===== config.mk =====
export PLATFORM = sky130hd
export DESIGN_NAME = cdrf_config
export DESIGN_NICKNAME = d
export VERILOG_FILES = /design/src/verilog/cdrf_pkg.sv /design/src/verilog/cdrf_clk_div.sv /design/src/verilog/cdrf_config.sv
export VERILOG_INCLUDE_DIRS = /design/src /design/src/verilog
export SDC_FILE = /design/constraint.sdc
export NUM_CORES = 1
export LEC_CHECK = 0
export BUFFER_PORTS_ARGS = -buffer_cell sky130_fd_sc_hd__buf_2
export CAP_MARGIN = 30
export CORE_MARGIN = 2
export CORE_UTILIZATION = 50
export CTS_BUF_LIST = sky130_fd_sc_hd__clkbuf_16
export DETAILED_ROUTE_END_ITERATION = 8
export HOLD_SLACK_MARGIN = 0.05
export PLACE_DENSITY = 0.68
export SYNTH_ARGS = -nofsm -noshare
export SYNTH_HDL_FRONTEND = slang
export SYNTH_SLANG_ARGS = --single-unit

===== constraint.sdc =====
create_clock -name mclk -period 9.4 [get_ports mclk]
set_input_delay 1.41 -clock mclk [delete_from_list [all_inputs] [get_ports mclk]]
set_output_delay 1.41 -clock mclk [all_outputs]
set_load 0.01 [all_outputs]

===== src/verilog/cdrf_params.svh =====
// offsets, field positions, reset values and timing counts for the divider and rf config bank
`ifndef CDRF_PARAMS_SVH
`define CDRF_PARAMS_SVH

// =====================================================================
// register offsets
`define CDRF_OFS_DIV_LOW      8'h86
`define CDRF_OFS_DIV_MID      8'h87
`define CDRF_OFS_DIV_HIGH     8'h88
`define CDRF_OFS_RF_CTRL      8'h89
`define CDRF_OFS_CAL_TIME     8'h8A
`define CDRF_OFS_CAL_BW       8'h8B
`define CDRF_OFS_CAL_CTRL     8'hC0
`define CDRF_OFS_STATUS       8'hC1

// =====================================================================
// reset values
`define CDRF_RST_DIV_LOW      8'h0B
`define CDRF_RST_DIV_MID      8'h00
`define CDRF_RST_DIV_HIGH     4'h0
`define CDRF_RST_ATT          4'h7
`define CDRF_RST_RF_OFF       1'b0
`define CDRF_RST_CAL_TIME     4'h7
`define CDRF_RST_CAL_BW       6'h04

// =====================================================================
// field positions
`define CDRF_RF_OFF_BIT       4
`define CDRF_ATT_MSB          3
`define CDRF_BW_MSB           5

// =====================================================================
// calibration timing: crystal periods per step and step offset
`define CDRF_CAL_XTAL_MULT    80
`define CDRF_CAL_STEP_MULT    7
`define CDRF_CAL_N_OFFSET     4

`endif


===== src/verilog/cdrf_pkg.sv =====
// types shared by the divider and rf config bank
package cdrf_pkg;

    typedef struct packed {
        logic [7:0] addr;
        logic [7:0] wdata;
        logic       wr;
        logic       rd;
    } cdrf_bus_req_t;

    typedef struct packed {
        logic       rf_path_off;
        logic [3:0] if_attenuation_code;
        logic [5:0] filter_cal_bw_code;
    } cdrf_rf_cfg_t;

    typedef enum logic [1:0] {
        CDRF_CAL_IDLE = 2'b01,
        CDRF_CAL_RUN  = 2'b10
    } cdrf_cal_state_t;

endpackage : cdrf_pkg


===== src/verilog/cdrf_clk_div.sv =====
// clock output divider: toggles every n source cycles, every 2 for n of one, every two to the width for zero
`timescale 1ns/100ps
`default_nettype none
`include "cdrf_params.svh"

module cdrf_clk_div #(
    parameter int WIDTH = 20
) (
    input  wire logic             mclk,     // source clock
    input  wire logic             nrst,     // async reset, active low
    input  wire logic             ce,       // clock enable
    input  wire logic [WIDTH-1:0] div_val,  // divide value n
    output logic                  clk_out   // divided clock
);
    import cdrf_pkg::*;

    logic [WIDTH:0]   half_per;
    logic [WIDTH:0]   cnt_r;
    logic [WIDTH:0]   cnt_nxt;
    logic             at_end;

    // =====================================================================
    // half-period decode
    // zero means two to the width
    assign half_per = (div_val == '0) ? {1'b1, {WIDTH{1'b0}}} :
                      (div_val == {{(WIDTH-1){1'b0}}, 1'b1}) ?
                      (WIDTH+1)'(2) : {1'b0, div_val};
    // new value is compared at once against the count of the half-period in progress
    assign at_end   = (cnt_r >= half_per - (WIDTH+1)'(1));
    assign cnt_nxt  = at_end ? '0 : cnt_r + (WIDTH+1)'(1);

    // =====================================================================
    // toggle every half_per cycles: n, or 2 for n of one, or two to the width for zero
    // full scale divides by twice the max
    always_ff @(posedge mclk or negedge nrst) begin
        if (!nrst) begin
            cnt_r   <= '0;
            clk_out <= 1'b0;
        end else if (ce) begin
            cnt_r <= cnt_nxt;
            if (at_end) begin
                clk_out <= ~clk_out;
            end
        end
    end

    a_div_toggle: assert property (@(posedge mclk) disable iff (!nrst)
        ce && at_end && $stable(half_per) |=> (clk_out != $past(clk_out)) && cnt_r == '0)
        else $error("divider did not toggle at period end");

endmodule : cdrf_clk_div
`default_nettype wire


===== src/verilog/cdrf_config.sv =====
// divider, rf control and filter calibration configuration bank
`timescale 1ns/100ps
`default_nettype none
`include "cdrf_params.svh"
// How it works
// - the 20-bit divide value is high[3:0], then mid byte, then low byte.
// - a nonzero divide value n gives an output clock at source over 2n, least n is 2.
// - the all-ones divide value divides by twice two-to-twenty minus one.
// - a zero divide value counts as two to the twentieth.
// - rf path is disabled while the rf-off bit 4 is one, enabled while zero.
// - the 4-bit attenuation code sets 0.8 dB steps from 0 to 12 dB in double conversion.
// - the attenuation code resets to 7.
// - calibration lasts crystal period times 80 times 7 times the time setting plus 4.
// - during calibration the filter bandwidth comes from the 6-bit bandwidth code.

module cdrf_config #(
    parameter int DIV_W      = 20,
    parameter int XTAL_DIV   = 1     // source cycles per crystal period
) (
    input  wire logic                   mclk,          // 250 MHz clock
    input  wire logic                   nrst,          // async reset, active low
    input  wire logic                   ce,            // clock enable
    input  wire cdrf_pkg::cdrf_bus_req_t bus_req,      // register bus request
    output logic [7:0]                  bus_rdata,     // read data, one cycle later
    input  wire logic                   cal_start,     // calibration request pulse
    output logic                        clk_out,       // divided clock pin
    output logic                        rf_path_en,    // rf receive path enable
    output logic [3:0]                  if_attenuation_code, // attenuator code
    output logic                        cal_busy,      // calibration running
    output logic [5:0]                  filter_bw_sel  // filter bandwidth to analog
);
    import cdrf_pkg::*;

    // =====================================================================
    // registers
    logic [7:0]       div_low_r;
    logic [7:0]       div_mid_r;
    logic [3:0]       div_high_r;
    logic             rf_off_r;
    logic [3:0]       att_r;
    logic [3:0]       cal_time_r;
    logic [5:0]       cal_bw_r;
    logic [DIV_W-1:0] clock_divide_value;
    cdrf_rf_cfg_t     rf_cfg;

    // =====================================================================
    // address decode
    function automatic logic hit(input logic [7:0] a, input logic [7:0] ofs);
        hit = (a == ofs);
    endfunction : hit

    wire wr_low  = bus_req.wr && hit(bus_req.addr, `CDRF_OFS_DIV_LOW);
    wire wr_mid  = bus_req.wr && hit(bus_req.addr, `CDRF_OFS_DIV_MID);
    wire wr_high = bus_req.wr && hit(bus_req.addr, `CDRF_OFS_DIV_HIGH);
    wire wr_rf   = bus_req.wr && hit(bus_req.addr, `CDRF_OFS_RF_CTRL);
    wire wr_time = bus_req.wr && hit(bus_req.addr, `CDRF_OFS_CAL_TIME);
    wire wr_bw   = bus_req.wr && hit(bus_req.addr, `CDRF_OFS_CAL_BW);
    wire wr_cal  = bus_req.wr && hit(bus_req.addr, `CDRF_OFS_CAL_CTRL);

    always_ff @(posedge mclk or negedge nrst) begin
        if (!nrst) begin
            div_low_r  <= `CDRF_RST_DIV_LOW;
            div_mid_r  <= `CDRF_RST_DIV_MID;
            div_high_r <= `CDRF_RST_DIV_HIGH;
            rf_off_r   <= `CDRF_RST_RF_OFF;
            att_r      <= `CDRF_RST_ATT;
            cal_time_r <= `CDRF_RST_CAL_TIME;
            cal_bw_r   <= `CDRF_RST_CAL_BW;
        end else if (ce) begin
            if (wr_low)  div_low_r  <= bus_req.wdata;
            if (wr_mid)  div_mid_r  <= bus_req.wdata;
            if (wr_high) div_high_r <= bus_req.wdata[3:0];
            if (wr_rf) begin
                rf_off_r <= bus_req.wdata[`CDRF_RF_OFF_BIT];
                att_r    <= bus_req.wdata[`CDRF_ATT_MSB:0];
            end
            if (wr_time) cal_time_r <= bus_req.wdata[3:0];
            if (wr_bw)   cal_bw_r   <= bus_req.wdata[`CDRF_BW_MSB:0];
        end
    end

    assign clock_divide_value = {div_high_r, div_mid_r, div_low_r};

    assign rf_cfg.rf_path_off         = rf_off_r;
    assign rf_cfg.if_attenuation_code = att_r;
    assign rf_cfg.filter_cal_bw_code  = cal_bw_r;

    always_ff @(posedge mclk or negedge nrst) begin
        if (!nrst) begin
            rf_path_en          <= 1'b1;
            if_attenuation_code <= `CDRF_RST_ATT;
        end else if (ce) begin
            rf_path_en          <= ~rf_cfg.rf_path_off;
            if_attenuation_code <= rf_cfg.if_attenuation_code;
        end
    end

    // =====================================================================
    // divider
    cdrf_clk_div #(
        .WIDTH   (DIV_W)
    ) u_div (
        .mclk    (mclk),
        .nrst    (nrst),
        .ce      (ce),
        .div_val (clock_divide_value),
        .clk_out (clk_out)
    );

    // =====================================================================
    // calibration timer
    // total cycles = xtal_div * 80 * 7 * (n + 4); max 19*560 = 10640 per xtal
    localparam int CAL_STEP = XTAL_DIV * `CDRF_CAL_XTAL_MULT * `CDRF_CAL_STEP_MULT;
    cdrf_cal_state_t cal_st_r;
    cdrf_cal_state_t cal_st_nxt;
    logic [31:0]     cal_len;
    logic [31:0]     cal_cnt_r;
    logic [31:0]     cal_cnt_nxt;
    wire             cal_go   = cal_start || (wr_cal && bus_req.wdata[0]);

    assign cal_len = 32'(CAL_STEP) * (32'(cal_time_r) + 32'(`CDRF_CAL_N_OFFSET));

    always_comb begin
        cal_st_nxt  = cal_st_r;
        cal_cnt_nxt = cal_cnt_r;
        case (cal_st_r)
            CDRF_CAL_IDLE: begin
                if (cal_go) begin
                    cal_st_nxt  = CDRF_CAL_RUN;
                    cal_cnt_nxt = cal_len - 32'd1;
                end
            end
            CDRF_CAL_RUN: begin
                if (cal_cnt_r == 32'd0) begin
                    cal_st_nxt = CDRF_CAL_IDLE;
                end else begin
                    cal_cnt_nxt = cal_cnt_r - 32'd1;
                end
            end
            default: cal_st_nxt = CDRF_CAL_IDLE;
        endcase
    end

    always_ff @(posedge mclk or negedge nrst) begin
        if (!nrst) begin
            cal_st_r  <= CDRF_CAL_IDLE;
            cal_cnt_r <= 32'd0;
        end else if (ce) begin
            cal_st_r  <= cal_st_nxt;
            cal_cnt_r <= cal_cnt_nxt;
        end
    end

    assign cal_busy = (cal_st_r == CDRF_CAL_RUN);

    // bandwidth during calibration
    // outside calibration the filter keeps its reset-default setting
    always_ff @(posedge mclk or negedge nrst) begin
        if (!nrst) begin
            filter_bw_sel <= `CDRF_RST_CAL_BW;
        end else if (ce) begin
            filter_bw_sel <= (cal_st_nxt == CDRF_CAL_RUN) ?
                             rf_cfg.filter_cal_bw_code : `CDRF_RST_CAL_BW;
        end
    end

    // =====================================================================
    // readback: config registers are write-only, status is readable
    wire [7:0] rd_mux = hit(bus_req.addr, `CDRF_OFS_STATUS) ?
                        {6'h00, rf_off_r, cal_busy} : 8'h00;

    always_ff @(posedge mclk or negedge nrst) begin
        if (!nrst) begin
            bus_rdata <= 8'h00;
        end else if (ce) begin
            bus_rdata <= bus_req.rd ? rd_mux : 8'h00;
        end
    end

    // =====================================================================
    // checks
    // rf path follows off bit
    a_rf_path_off: assert property (@(posedge mclk) disable iff (!nrst)
        ce && wr_rf |=> ##1 (rf_path_en == !$past(bus_req.wdata[4], 2)) || !$past(ce))
        else $error("rf path enable did not follow off bit");

    a_att_code: assert property (@(posedge mclk) disable iff (!nrst)
        ce && wr_rf ##1 ce |=> if_attenuation_code == $past(bus_req.wdata[3:0], 2))
        else $error("attenuation code did not follow write");

    a_div_concat: assert property (@(posedge mclk) disable iff (!nrst)
        ce && wr_mid |=> clock_divide_value[15:8] == $past(bus_req.wdata))
        else $error("mid divide byte not placed at 15:8");

    a_cal_len: assert property (@(posedge mclk) disable iff (!nrst)
        ce && cal_st_r == CDRF_CAL_IDLE && cal_go |=>
        cal_busy && cal_cnt_r == CAL_STEP * ($past(cal_time_r) + 4) - 1)
        else $error("calibration length wrong");

    a_cal_bw: assert property (@(posedge mclk) disable iff (!nrst)
        cal_busy && $stable(cal_bw_r) && $past(cal_busy) |-> filter_bw_sel == cal_bw_r)
        else $error("filter bandwidth not from code during calibration");

    a_att_reset: assert property (@(posedge mclk)
        $rose(nrst) && !$past(wr_rf) |-> att_r == 4'h7)
        else $error("attenuation reset value wrong");

    a_div_low_byte: assert property (@(posedge mclk) disable iff (!nrst)
        ce && wr_low |=> clock_divide_value[7:0] == $past(bus_req.wdata))
        else $error("low divide byte not placed at 7:0");

    a_div_high_nib: assert property (@(posedge mclk) disable iff (!nrst)
        ce && wr_high |=> clock_divide_value[19:16] == $past(bus_req.wdata[3:0]))
        else $error("high divide nibble not placed at 19:16");

    a_cal_keeps: assert property (@(posedge mclk) disable iff (!nrst)
        ce && cal_busy && cal_cnt_r != 32'd0 |=> cal_busy)
        else $error("calibration ended before its count ran out");

    a_bw_idle: assert property (@(posedge mclk) disable iff (!nrst)
        !cal_busy |-> filter_bw_sel == `CDRF_RST_CAL_BW)
        else $error("filter bandwidth not at default while idle");

    a_rd_zero: assert property (@(posedge mclk) disable iff (!nrst)
        ce && bus_req.rd && bus_req.addr == `CDRF_OFS_DIV_LOW |=> bus_rdata == 8'h00)
        else $error("write-only register read back nonzero");

endmodule : cdrf_config
`default_nettype wire


* After elaboration in Yosys (flattened, before gate mapping)
Cells that the tools add are included.
** Operators by class
- Add/sub/neg operators :: 5
- Multiply operators :: 1
- Div/mod/pow operators :: 0
- Order comparisons :: 1
- Equal/unequal tests :: 14
- Shift-type cells :: 0
- Mux-type cells :: 12
- Bitwise logic cells :: 2
- Reductions and logical operators :: 20
** Operators by type and width (number)
- $eq A8 B8 Y1 const B :: 8
- $mux W32 :: 2
- $pmux W32 S2 :: 1
- $mux W21 :: 2
- $logic_not A32 Y1 :: 1
- $sub A32 B1 Y32 const B :: 1
- $add A21 B1 Y21 const B :: 1
- $ge A21 B21 Y1 :: 1
- $sub A21 B1 Y21 const B :: 1
- $eq A20 B1 Y1 const B :: 1
- $logic_not A20 Y1 :: 1
- $mux W20 :: 1
- $sub A15 B1 Y16 const B :: 1
- $reduce_and A2 Y1 :: 7
- $mul A6 B5 Y11 const A :: 1
- $logic_and A1 B1 Y1 :: 8
- $mux W2 :: 4
- $mux W6 :: 1
- $add A4 B3 Y5 const B :: 1
- $eq A2 B2 Y1 const B :: 2
- $ne A2 B2 Y1 const B :: 2
- $pmux W2 S2 :: 1
- $reduce_and A4 Y1 :: 1
- $eq A2 B1 Y1 const B :: 1
- 3 further kinds :: 4
** Storage, ports and cells
- Register bits :: 110
- Bits in latches :: 0
- RAM bits :: 0
- ROM bits :: 0
- Input bits :: 22
- Output and inout bits :: 21
- Word-level logic and storage cells :: 70
- Memories kept :: 0

* Longest topological paths before layout
Gate-level depths: netlist (run 1).
- Depth in word-level cells :: 8
- Gate-level depth with buffers :: 19
- Gate-level depth less buffers :: 18

* Modules after synthesis
Synthesis (run 1) repeated with hierarchy kept, for this count alone.
** Unflattened totals
- Cells, all modules :: 675
- Area total of the unflattened synthesis :: 6581.3 um2
** Modules (own cells, without submodules)
- cdrf_config :: times used 1, cells each 462, area an instance 4694.5 um2, seq. area each 2072.0 um2
- cdrf_clk_div :: times used 1, cells each 213, area an instance 1886.8 um2, seq. area each 550.5 um2

* Least setup slack after synthesis (run 1)
Ideal clock, no wire load.
- Path type :: reg2reg
- From :: register div_low_r[2]
- To :: register u_div.cnt_r[10]
- Library setup time :: 0.137 ns
- Arrival time :: 4.946 ns
- Required time :: 9.263 ns
- Slack :: 4.317 ns
- Cell stages (with the launch flop) :: 20
- Path buffers :: 1
- Period minus slack after synthesis :: 5.083 ns
- Cells stage by stage :: dfrtp_1 -> or4_1 -> nor4_1 -> nor4b_1 -> nor3b_1 -> inv_1 -> o21ai_0 -> ha_1 -> inv_1 -> or4_1 -> nor3_1 -> xnor2_1 -> ha_1 -> nand4_1 -> nor3_1 -> o311ai_0 -> o211a_1 -> o21ai_1 -> clkbuf_1 -> a21oi_1
** On the way
- Longest elaborated chain between the ends :: 6
** RTL lines
- from (decl) :: line cdrf_config.sv:36 : logic [7:0] div_low_r;
- from (signal assigned) :: line cdrf_config.sv:62 : div_low_r <= `CDRF_RST_DIV_LOW;
- from (signal assigned) :: line cdrf_config.sv:70 : if (wr_low) div_low_r <= bus_req.wdata;
- $eq A20 B1 Y1 :: line cdrf_clk_div.sv:26 : (div_val == {{(WIDTH-1){1'b0}}, 1'b1}) ?
- $mux W20 :: line cdrf_clk_div.sv:26
- $mux W21 * :: line cdrf_clk_div.sv:25 : assign half_per = (div_val == '0) ? {1'b1, {WIDTH{1'b0}}} :
- $sub A21 B1 Y21 * :: line cdrf_clk_div.sv:29 : assign at_end = (cnt_r >= half_per - (WIDTH+1)'(1));
- $ge A21 B21 Y1 * :: line cdrf_clk_div.sv:29
- $mux W21 * :: line cdrf_clk_div.sv:30 : assign cnt_nxt = at_end ? '0 : cnt_r + (WIDTH+1)'(1);
- to (signal assigned) :: line cdrf_clk_div.sv:40 : cnt_r <= cnt_nxt;
- to (decl) :: line cdrf_clk_div.sv:18 : logic [WIDTH:0] cnt_r;
Mark *: on every way between the ends. The rest lies on a longest branch, timed or not.
A chain may end at the register's enable or synchronous reset.

* Worst setup path after layout (run 1)
- From :: register div_low_r[2]
- To :: register u_div.cnt_r[3]
Same word-level chain as after synthesis.

==> flow_metrics.env, run 1 <==
export IMPL_status="finished clean"
export IMPL_clock_fmax_mhz=163
export IMPL_p_per_area_mw_per_mm2=184
export IMPL_postRouteAntennaNets=0
export IMPL_drive_gt1_frac=0.173
export IMPL_rows=42
export IMPL_first_global_vias=5170
export IMPL_numCtsBuffers=9
export IMPL_crit_slowest_cell="o21ai_1"
export IMPL_synthAdderAreaFrac=0.0787
export IMPL_fin_total_pwr_w=0.00132
export IMPL_nets=767
export IMPL_firstDrtPassIters=5
export IMPL_postSynthAreaPerCell_um2=9.74
export IMPL_synthSimpleGateAreaFrac=0.191
export IMPL_start_util=0.506
export IMPL_gp_congestion=0.842
export IMPL_report_final_setup_viol=0
export IMPL_mostFrequentLayoutCells="88 x dfrtp_1, 51 x nand2_1, 41 x nor2_1"
export IMPL_synth_edff_count=0
export IMPL_final_fill_count=1166
export IMPL_clkSlewWorstSetupHoldPaths_ns=0.08
export IMPL_port_buffers=36
export IMPL_cts_root_buffer="clkbuf_16"
export IMPL_path_max_fanout=15
export IMPL_cts_tree="yes"
export IMPL_die_area_mm2=0.0142
export IMPL_synth_mux_area_fraction=0.0579
export IMPL_async_reset_ff_frac=1.00
export IMPL_vdd_drop_max_v=0.000112
export IMPL_synth_top_family_by_area="simple AND/OR/NAND/NOR gates"
export IMPL_multiInputGateArea_mm2=0.00376
export IMPL_cts_setup_buffers=0
export IMPL_cts_resized_gates=0
export IMPL_via_count=5385
export IMPL_crit_family="simple AND/OR/NAND/NOR gates"
export IMPL_rsz0062_at_grt="false"
export IMPL_end_kind="register"
export IMPL_setup_tns_ns=0
export IMPL_core_mm2=0.0131
export IMPL_yosysUniqueCellTypes=70
export IMPL_synth_xor_area_frac=0.0662
export IMPL_cts_htree_levels=3
export IMPL_synthTopCellsByArea="dfrtp_1 33%, ha_1 7.6%, dfstp_2 6.4%"
export IMPL_cp_slowest_stage_delay_ns=0.81
export IMPL_cp_start_kind="register"
export IMPL_die_width_um=119
export IMPL_path_cells="or4_1 -> nor4_1 -> nor4b_1 -> nor3b_1 -> inv_1 -> o21ai_0 -> ha_1 -> inv_1 -> or4_1 -> nor3_1 -> xnor2_1 -> ha_1 -> nand4_1 -> nor3_1 -> o311ai_0 -> o211a_1 -> o21ai_1 -> o211ai_1"
export IMPL_max_cap_viol_count=0
export IMPL_cts_sinks=104
export IMPL_synth_top_cell_by_area="dfrtp_1"
export IMPL_fin_crit_sh=0.653
export IMPL_criticalPathCategory="register to register"
export IMPL_first_iter_violations=277
export IMPL_regArea_mm2=0.00262
export IMPL_cts_hold_buffers_added=0
export IMPL_ioPinCount=43
export IMPL_maxSlewHeadroom=0.312
export IMPL_netlist_area_mm2=0.00662
export IMPL_finalClockSkew_ns=0.00923
export IMPL_final_common_cell="dfrtp_1"
export IMPL_grt_max_degree=81
export IMPL_routed_via_density=6.08
export IMPL_worstMarginPinSlew_ns=1.03
export IMPL_yosysWarnings=0
export IMPL_worstHoldPathType="register to register"
export IMPL_cp_required_ns=9.59
export IMPL_overflow=0
export IMPL_n_antenna_cell=0
export IMPL_crit_buf_inv=2
export IMPL_grt_use_total=0.228
export IMPL_yosysSeqAreaShare=0.396
export IMPL_insertion_delay_ns=0.36
export IMPL_drt_wl_total_um=15500
export IMPL_antenna_found_initial=0
export IMPL_grt_pass1_wl_um=26200
export IMPL_die_h_um=119
export IMPL_synth_ff_type="dfrtp_1"
export IMPL_slew_viol_final=0
export IMPL_syn_inst=679
export IMPL_hold_viol_final=0
export IMPL_drc=0
export IMPL_clock_path_buffers=2
export IMPL_wire_per_inst_um=17.5
export IMPL_power_leakage_nw=3.32
export IMPL_dp_hpwl_um=11000
export IMPL_period_needed_ns=6.13
export IMPL_synth_top_area_share=0.333
export IMPL_cp_arrival_ns=6.32
export IMPL_area_delta_synth_final_pct=9.10
export IMPL_ys_ff_latch=104
export IMPL_synth_compound_area_frac=0.171
## per-stage QoR
stage / instances / util / setup WS, ns / instance area (um^2) / hold slack [ns]
detailed placement: 868 / 0.527 / 3.34 / 6900 / 0.462
global route: 885 / 0.552 / 2.68 / 7220 / 0.491
CTS: 884 / 0.550 / 3.32 / 7190 / 0.475
floorplan: 684 / - / 4.32 / 6640 / 0.424
finish: 885 / 0.552 / 3.27 / 7220 / 0.474
global placement: 868 / 0.527 / 3.67 / 6900 / 0.459
## cell usage after synthesis (all sizes together), types with 3 or more instances
| library cell | count |
|---|---|
| or4 | 10 |
| o22ai | 4 |
| a21oi | 32 |
| nand2b | 10 |
| a22o | 7 |
| nor4 | 13 |
| or3 | 20 |
| ha | 40 |
| dfstp | 16 |
| nor3 | 21 |
| a2111oi | 3 |
| inv | 23 |
| xnor2 | 31 |
| a31oi | 7 |
| buf | 14 |
| a221o | 17 |
| mux2 | 34 |
| dfrtp | 88 |
| nor2 | 41 |
| xor2 | 19 |
| nor3b | 4 |
| and2 | 8 |
| nand4 | 14 |
| o21ai | 40 |
| o41ai | 3 |
| o21a | 6 |
| nand2 | 51 |
| a21o | 5 |
| o31ai | 8 |
| a2bb2oi | 4 |
| a22oi | 3 |
| or2 | 7 |
| clkbuf | 17 |
| o211ai | 6 |
| and4 | 4 |
| nand3 | 11 |
| o2111ai | 4 |
| nand3b | 6 |
## registers in the layout, indices dropped and copies added (netlist names), 2 cells and up
name and cells:
cal_cnt_r 32, u_div.cnt_r 21, div_low_r 8, div_mid_r 8, cal_bw_r 6, filter_bw_sel 6, att_r 4, cal_time_r 4
div_high_r 4, if_attenuation_code 4, bus_rdata 2, cal_st_r 2
## worst min-delay path, delay by kind of cell (launching register included)
family          cells  cell delay (ns)
buf+inv             1             0.06
flops               1             0.36
compound gates      1             0.06
## routing by layer
metal / up-vias / GRT usage / part of all wire
met5: - / 0 / 0
met4: 0 / 0.0499 / 0.014
met3: 19 / 0.0479 / 0.046
met2: 123 / 0.375 / 0.48
met1: 2667 / 0.311 / 0.46
li1: 2576 / - / -
## area by class of cell
type	instances	share of cell area
tap	176	0.0305
clock buffer	9	0.0312
sequential	104	0.363
clock inverter	7	0.00971
timing repair buffer	40	0.0322
multi-input combinational	526	0.521
inverter	23	0.0120
## worst paths after layout
| kind | from | to | slack (ns) | depth (start not counted) |
|---|---|---|---|---|
| setup / recovery | div_low_r[2] | u_div.cnt_r[3] | 3.27 | 18 |
| hold / removal | cal_bw_r[2] | filter_bw_sel[2] | 0.47 | 2 |
| setup reg to reg | div_low_r[2] | u_div.cnt_r[3] | 3.27 | 18 |
| hold reg to reg | cal_bw_r[2] | filter_bw_sel[2] | 0.47 | 2 |
| max in group asynchronous | nrst | att_r[1] | 7.49 | 3 |
| min in group asynchronous | nrst | cal_cnt_r[26] | 0.96 | 1 |
## logic make-up (layout without fill, tap and decap cells)
kind of cell / Yosys count / in the layout
AO/OA/AOI/OAI: 164 / 164
multiplexers: 34 / 34
AND/OR/NAND/NOR: 231 / 231
other: 1 / 6
buffers and inverters: 54 / 79
flip-flops: 104 / 104
XOR/XNOR: 50 / 50
adder cells (fa/ha/maj): 41 / 41
## where the power goes
part / internal [W] / switching (W) / leakage (nW) / total (W)
Combinational: 0.000151 / 0.000238 / 1.86 / 0.000390
Clock: 0.000188 / 0.000190 / 0.147 / 0.000378
Sequential: 0.000497 / 0.0000603 / 1.32 / 0.000557
Total: 0.000837 / 0.000488 / 3.32 / 0.00132
(Power assumes the default switching activity.)
==> run 2: changes to the inputs <==
--- a/config.mk
+++ b/config.mk
@@ -6,6 +6,7 @@
 export SDC_FILE = /design/constraint.sdc
 export NUM_CORES = 1
 export LEC_CHECK = 0
+export ABC_AREA = 1
 export BUFFER_PORTS_ARGS = -buffer_cell sky130_fd_sc_hd__buf_2
 export CAP_MARGIN = 30
 export CORE_MARGIN = 2
@@ -13,7 +14,7 @@
 export CTS_BUF_LIST = sky130_fd_sc_hd__clkbuf_16
 export DETAILED_ROUTE_END_ITERATION = 8
 export HOLD_SLACK_MARGIN = 0.05
-export PLACE_DENSITY = 0.68
+export PLACE_DENSITY = 0.7
 export SYNTH_ARGS = -nofsm -noshare
 export SYNTH_HDL_FRONTEND = slang
 export SYNTH_SLANG_ARGS = --single-unit
==> constraint.sdc (replaced) <==
create_clock -name mclk -period 5.2 [get_ports mclk]
set_input_delay 0.78 -clock mclk [delete_from_list [all_inputs] [get_ports mclk]]
set_output_delay 0.78 -clock mclk [all_outputs]
set_load 0.01 [all_outputs]
==> run 2 against run 1 <==
  * Sequential power rose by 100%
  * Register-to-register slack got worse by 2.1 ns
  * Clock skew fell by 0.0016 ns
  * Clock power rose by 81%
  * Worst setup slack got worse by 2.1 ns
  * Largest power group unchanged
==> flow_metrics.env, run 2 <==
export IMPL_status="finished clean"
export IMPL_cp_arrival_ns=4.31
export IMPL_synth_compound_area_frac=0.101
export IMPL_maxSlewHeadroom=0.389
export IMPL_cp_required_ns=5.44
export IMPL_synth_most_common_cell="nand2_1"
export IMPL_cp_slowest_stage_delay_ns=0.41
export IMPL_grt_pass1_wl_um=28600
export IMPL_synthAdderAreaFrac=0.0701
export IMPL_report_final_setup_viol=0
export IMPL_fin_crit_sh=0.782
export IMPL_numCtsBuffers=9
export IMPL_design_area_mm2=0.00803
export IMPL_grt_use_total=0.220
export IMPL_postSynthAreaPerCell_um2=7.22
export IMPL_wire_per_inst_um=13.4
export IMPL_mostFrequentLayoutCells="278 x nand2_1, 158 x nor2_1, 108 x inv_1"
export IMPL_slew_viol_final=0
export IMPL_synth_ff_type="dfrtp_1"
export IMPL_drt_wl_total_um=16700
export IMPL_cts_resized_gates=0
export IMPL_clock_fmax_mhz=246
export IMPL_whs_ns=0.461
export IMPL_syn_inst=1028
export IMPL_ys_ff_latch=104
export IMPL_synth_mux_area_fraction=0
export IMPL_drc=0
export IMPL_cts_sinks=104
export IMPL_synth_top_cell_by_area="dfrtp_1"
export IMPL_synthSimpleGateAreaFrac=0.344
export IMPL_first_global_vias=5974
export IMPL_rows=44
export IMPL_cts_setup_buffers=0
export IMPL_n_antenna_cell=0
export IMPL_dp_hpwl_um=12700
export IMPL_largest_register="cal_cnt_r"
export IMPL_yosysWarnings=0
export IMPL_place_area_mm2=0.00773
export IMPL_end_kind="register"
export IMPL_max_cap_viol_count=0
export IMPL_reg_largest_list="cal_cnt_r: 32 flops, u_div.cnt_r: 21 flops"
export IMPL_clock_path_buffers=2
export IMPL_synth_top_area_share=0.297
export IMPL_yosysSeqAreaShare=0.353
export IMPL_synth_xor_area_frac=0.0519
export IMPL_path_max_fanout=14
export IMPL_cts_root_buffer="clkbuf_16"
export IMPL_final_common_cell="nand2_1"
export IMPL_netlist_area_mm2=0.00742
export IMPL_firstDrtPassIters=8
export IMPL_path_cells="or2_2 -> nor2_1 -> nand4_1 -> nand2_1 -> ha_1 -> nand2_1 -> nor2_2 -> nand2_1 -> nor2_2 -> nand2_1 -> nor4_2 -> xnor2_1 -> ha_1 -> nand2_1 -> nor2_1 -> nand2_1 -> nor2_1 -> o21ai_0 -> nand4_1 -> nand2_1 -> inv_1 -> nor2_1"
export IMPL_ioPinCount=43
export IMPL_worstMarginPinSlew_ns=0.917
export IMPL_area_delta_synth_final_pct=8.26
export IMPL_finalClockSkew_ns=0.00763
export IMPL_cts_htree_levels=3
export IMPL_routed_via_density=5.17
export IMPL_p_per_area_mw_per_mm2=360
export IMPL_rsz0062_at_grt="false"
export IMPL_yosysUniqueCellTypes=50
export IMPL_port_buffers=36
export IMPL_die_area_mm2=0.0158
export IMPL_vdd_drop_max_v=0.000233
export IMPL_grt_max_degree=70
export IMPL_hold_viol_final=0
export IMPL_synth_edff_count=0
export IMPL_overflow=0
export IMPL_synth_top_family_by_area="simple AND/OR/NAND/NOR gates"
export IMPL_insertion_delay_ns=0.36
export IMPL_antenna_found_initial=0
export IMPL_crit_slowest_cell="dfrtp_1"
export IMPL_core_mm2=0.0145
export IMPL_nets=1120
export IMPL_power_leakage_nw=4.05
export IMPL_first_iter_violations=383
export IMPL_drive_gt1_frac=0.123
export IMPL_start_util=0.511
export IMPL_die_width_um=126
export IMPL_clkSlewWorstSetupHoldPaths_ns=0.08
export IMPL_setup_tns_ns=0
export IMPL_period_needed_ns=4.07
export IMPL_gp_congestion=0.873
export IMPL_die_h_um=126
export IMPL_largest_reg_flops=32
export IMPL_worstHoldPathType="register to register"
export IMPL_path_common_cell="nand2_1"
export IMPL_via_count=6440
export IMPL_postRouteAntennaNets=0
export IMPL_synthTopCellsByArea="dfrtp_1 30%, nand2_1 14%, nor2_1 8.0%"
export IMPL_async_reset_ff_frac=1.00
export IMPL_synthTopCellsByCount="278 x nand2_1, 158 x nor2_1, 108 x inv_1, 88 x dfrtp_1, 59 x o21ai_0"
export IMPL_cts_tree="yes"
export IMPL_cp_start_kind="register"
export IMPL_cts_hold_buffers_added=0
export IMPL_criticalPathCategory="register to register"
## run 2: metrics by stage
stage	utilization	cells	power, W	setup slack [ns]
3_5_place_dp	0.532	1230	0.00222	1.13
3_3_place_gp	0.530	1229	0.00217	1.29
5_1_grt	0.553	1246	0.00312	0.679
4_1_cts	0.553	1246	0.00291	1.13
6_report	0.553	1246	0.00289	1.13
2_1_floorplan	-	1033	0.00198	1.71
## run 2: cells by family (layout without fill, tap and decap cells)
| logic type | count (synthesis) | in the layout |
|---|---|---|
| flip-flops | 104 | 104 |
| other | 1 | 6 |
| adder cells (fa/ha/maj) | 41 | 41 |
| AND/OR/NAND/NOR | 572 | 572 |
| AO/OA/AOI/OAI | 128 | 128 |
| XOR/XNOR | 44 | 44 |
| buffers and inverters | 138 | 167 |
## run 2: layout make-up
cell class	instances	area, um^2
clock buffers	9	225
inverters	112	420
multi-input cells	791	4240
flip-flops and latches	104	2620
well taps	184	230
repair buffers	39	225
fillers	1432	6500
clock inverters	7	73.8
## run 2: critical path: cells and delay by family (launching register included)
family | cells | cell delay [ns]
flops | 1 | 0.41
simple gates | 17 | 2.44
xor+xnor | 1 | 0.11
fa+ha+maj | 2 | 0.52
compound gates | 1 | 0.12
buf+inv | 1 | 0.36
## run 2: metal layers
layer | global-route usage | up-vias | part of all wire
li1 | - | 3345 | -
met1 | 0.318 | 2944 | 0.49
met2 | 0.351 | 137 | 0.45
met3 | 0.0348 | 14 | 0.046
met4 | 0.0517 | 0 | 0.012
met5 | 0 | - | 0
## run 2: power breakdown
group	switching [W]	internal (W)
Combinational	0.000677	0.000395
Clock	0.000345	0.000340
Sequential	0.000170	0.000963
## run 2: final timing paths
path	end	slack [ns]	start	cells after the start
worst max-delay path	u_div.cnt_r[13]	1.13	div_high_r[1]	22
worst min-delay path	if_attenuation_code[2]	0.46	if_attenuation_code[2]	2
worst max register to register	u_div.cnt_r[13]	1.13	div_high_r[1]	22
worst min register to register	if_attenuation_code[2]	0.46	if_attenuation_code[2]	2
max in group asynchronous	cal_bw_r[2]	3.63	nrst	2
min in group asynchronous	div_low_r[4]	0.53	nrst	1
==> run 3: changes to the inputs <==
--- a/config.mk
+++ b/config.mk
@@ -6,7 +6,7 @@
 export SDC_FILE = /design/constraint.sdc
 export NUM_CORES = 1
 export LEC_CHECK = 0
-export ABC_AREA = 1
+export ABC_AREA = 0
 export BUFFER_PORTS_ARGS = -buffer_cell sky130_fd_sc_hd__buf_2
 export CAP_MARGIN = 30
 export CORE_MARGIN = 2
==> constraint.sdc (replaced) <==
create_clock -name mclk -period 3.3 [get_ports mclk]
set_input_delay 0.495 -clock mclk [delete_from_list [all_inputs] [get_ports mclk]]
set_output_delay 0.495 -clock mclk [all_outputs]
set_load 0.01 [all_outputs]
==> run 3 against run 2 <==
  * The flow now finishes with violations (setup timing)
  * Sequential power up 41%
  * Final cell count down 24%
  * Count of clock-buffer cells in the layout unchanged
  * Global-route usage up 2.0 points
  * Fmax down 8.2%
  * Critical endpoint is now u_div.cnt_r[1]
  * Highest routed layer unchanged
==> flow_metrics.env, run 3 (same netlist as run 1, synthesis figures left out) <==
export IMPL_cp_slowest_stage_delay_ns=0.57
export IMPL_vdd_drop_max_v=0.000276
export IMPL_cts_root_buffer="clkbuf_16"
export IMPL_clkSlewWorstSetupHoldPaths_ns=0.08
export IMPL_ioPinCount=43
export IMPL_comb_power_share=0.330
export IMPL_final_fill_count=1072
export IMPL_fin_util=0.608
export IMPL_dp_hpwl_um=11800
export IMPL_p_int_w=0.00255
export IMPL_via_count=5647
export IMPL_p_per_area_mw_per_mm2=509
export IMPL_path_max_fanout=4
export IMPL_gp_congestion=0.882
export IMPL_reg_largest_list="cal_cnt_r: 32 flops, u_div.cnt_r: 21 flops"
export IMPL_report_final_setup_viol=22
export IMPL_fin_ws_ns=-1.13
export IMPL_worstMarginPinSlew_ns=0.796
export IMPL_worstHoldPathType="input pin to asynchronous set/reset pin"
export IMPL_slew_viol_final=0
export IMPL_clock_fmax_mhz=226
export IMPL_share_seq_of_total_power=0.392
export IMPL_netSwitchingPower_w=0.00150
export IMPL_crit_slowest_cell="or4_4"
export IMPL_cp_arrival_ns=4.71
export IMPL_swShare=0.371
export IMPL_wire_per_inst_um=17.4
export IMPL_routed_via_density=5.94
export IMPL_max_cap_viol_count=0
export IMPL_port_buffers=36
export IMPL_largest_reg_flops=32
export IMPL_crit_buf_inv=3
export IMPL_numCtsBuffers=9
export IMPL_status="finished with violations"
export IMPL_die_width_um=119
export IMPL_drt_wl_total_um=16500
export IMPL_mostFrequentLayoutCells="88 x dfrtp_1, 66 x buf_4, 51 x nand2_1"
export IMPL_cts_htree_levels=3
export IMPL_rsz0062_at_grt="true"
export IMPL_largest_register="cal_cnt_r"
export IMPL_first_global_vias=5520
export IMPL_postRouteAntennaNets=0
export IMPL_area_delta_synth_final_pct=20.3
export IMPL_finalClockSkew_ns=0.0105
export IMPL_path_cells="or4_4 -> nor4_4 -> nor4b_4 -> nor3b_4 -> inv_1 -> o21ai_2 -> ha_2 -> inv_2 -> or4_4 -> nor3_4 -> xnor2_1 -> ha_1 -> o21a_1 -> o21a_1 -> o22ai_2 -> o211a_1 -> o21ai_2 -> buf_6 -> o31ai_4"
export IMPL_grt_pass1_wl_um=27300
export IMPL_violations="setup timing"
export IMPL_grt_use_total=0.240
export IMPL_die_area_mm2=0.0142
export IMPL_start_util=0.506
export IMPL_insertion_delay_ns=0.37
export IMPL_drc=0
export IMPL_drive_gt1_frac=0.288
export IMPL_nets=832
export IMPL_maxSlewHeadroom=0.467
export IMPL_firstDrtPassIters=5
export IMPL_final_common_cell="dfrtp_1"
export IMPL_criticalPathCategory="register to register"
export IMPL_cts_hold_buffers_added=0
export IMPL_overflow=0
export IMPL_n_antenna_cell=0
export IMPL_p_clk_frac=0.278
export IMPL_antenna_found_initial=0
export IMPL_whs_ns=0.171
export IMPL_grt_max_degree=55
export IMPL_power_leakage_nw=3.72
export IMPL_period_needed_ns=4.43
export IMPL_hold_viol_final=0
export IMPL_cts_sinks=104
export IMPL_cp_required_ns=3.58
export IMPL_setup_tns_ns=-23.39
export IMPL_clock_path_buffers=2
export IMPL_core_mm2=0.0131
export IMPL_die_h_um=119
export IMPL_crit_family="simple AND/OR/NAND/NOR gates"
export IMPL_rows=42
export IMPL_cts_tree="yes"
export IMPL_cp_start_kind="register"
export IMPL_end_kind="register"
export IMPL_first_iter_violations=233
export IMPL_fin_crit_sh=1.34
-- run 3: worst paths after layout --
check | start | cells past startpoint | end | slack (ns)
min reg2reg | cal_bw_r[2] | 2 | filter_bw_sel[2] | 0.49
max reg2reg | div_low_r[3] | 19 | u_div.cnt_r[1] | -1.13
min | nrst | 1 | cal_cnt_r[18] | 0.17
max | div_low_r[3] | 19 | u_div.cnt_r[1] | -1.13
max in group asynchronous | nrst | 2 | rf_path_en | 2.36
min in group mclk | bus_req[9] | 2 | div_low_r[7] | 0.39
-- run 3: layout make-up --
| cell class | instances | area, um^2 | area share |
|---|---|---|---|
| clock buffers | 9 | 225 | 0.0283 |
| clock inverters | 7 | 91.3 | 0.0115 |
| inverters | 23 | 86.3 | 0.0108 |
| multi-input cells | 526 | 3990 | 0.501 |
| flip-flops and latches | 104 | 2620 | 0.329 |
| well taps | 176 | 220 | 0.0277 |
| repair buffers | 105 | 724 | 0.0910 |
-- run 3: power by group through the flow --
stage / combinational (W) / clock (W) / sequential (W)
after floorplan: 0.000877 / 0 / 0.00156
after global placement: 0.00117 / 0 / 0.00160
after detailed placement: 0.00122 / 0 / 0.00161
after CTS: 0.00127 / 0.00114 / 0.00158
after global routing: 0.00148 / 0.00121 / 0.00161
final: 0.00134 / 0.00113 / 0.00159
-- run 3: layer usage --
metal / GRT usage / share of wire / vias to the layer above
met5: 0 / 0 / -
met4: 0.0692 / 0.015 / 0
met3: 0.0441 / 0.040 / 21
met2: 0.386 / 0.48 / 140
met1: 0.332 / 0.46 / 2782
li1: - / - / 2704
-- run 3: per-stage QoR --
step | worst slack [ns] | area [um^2] | cells | total power, W
global route | -1.37 | 7960 | 950 | 0.00429
finish | -1.13 | 7960 | 950 | 0.00405
detailed placement | -1.27 | 7410 | 926 | 0.00283
floorplan | -1.15 | 6710 | 684 | 0.00244
CTS | -1.07 | 7830 | 950 | 0.00400
global placement | -1.05 | 7410 | 926 | 0.00277
-- run 3: what timing repair did --
item | 4_1_cts | 5_1_grt
buffers inserted | 8 | 1
setup endpoints to repair | 38 | 41
resized for setup | 12 | 24
pin swaps | 5 | 8
-- run 3: worst reg2reg max path, stage by stage, from the launching register on --
cell and delay, ns:
dfstp_2 0.38, or4_4 0.55, nor4_4 0.18, nor4b_4 0.26, nor3b_4 0.24, inv_1 0.07, o21ai_2 0.14, ha_2 0.20
inv_2 0.05, or4_4 0.57, nor3_4 0.13, xnor2_1 0.14, ha_1 0.27, o21a_1 0.18, o21a_1 0.18, o22ai_2 0.17
o211a_1 0.21, o21ai_2 0.08, buf_6 0.13, o31ai_4 0.22
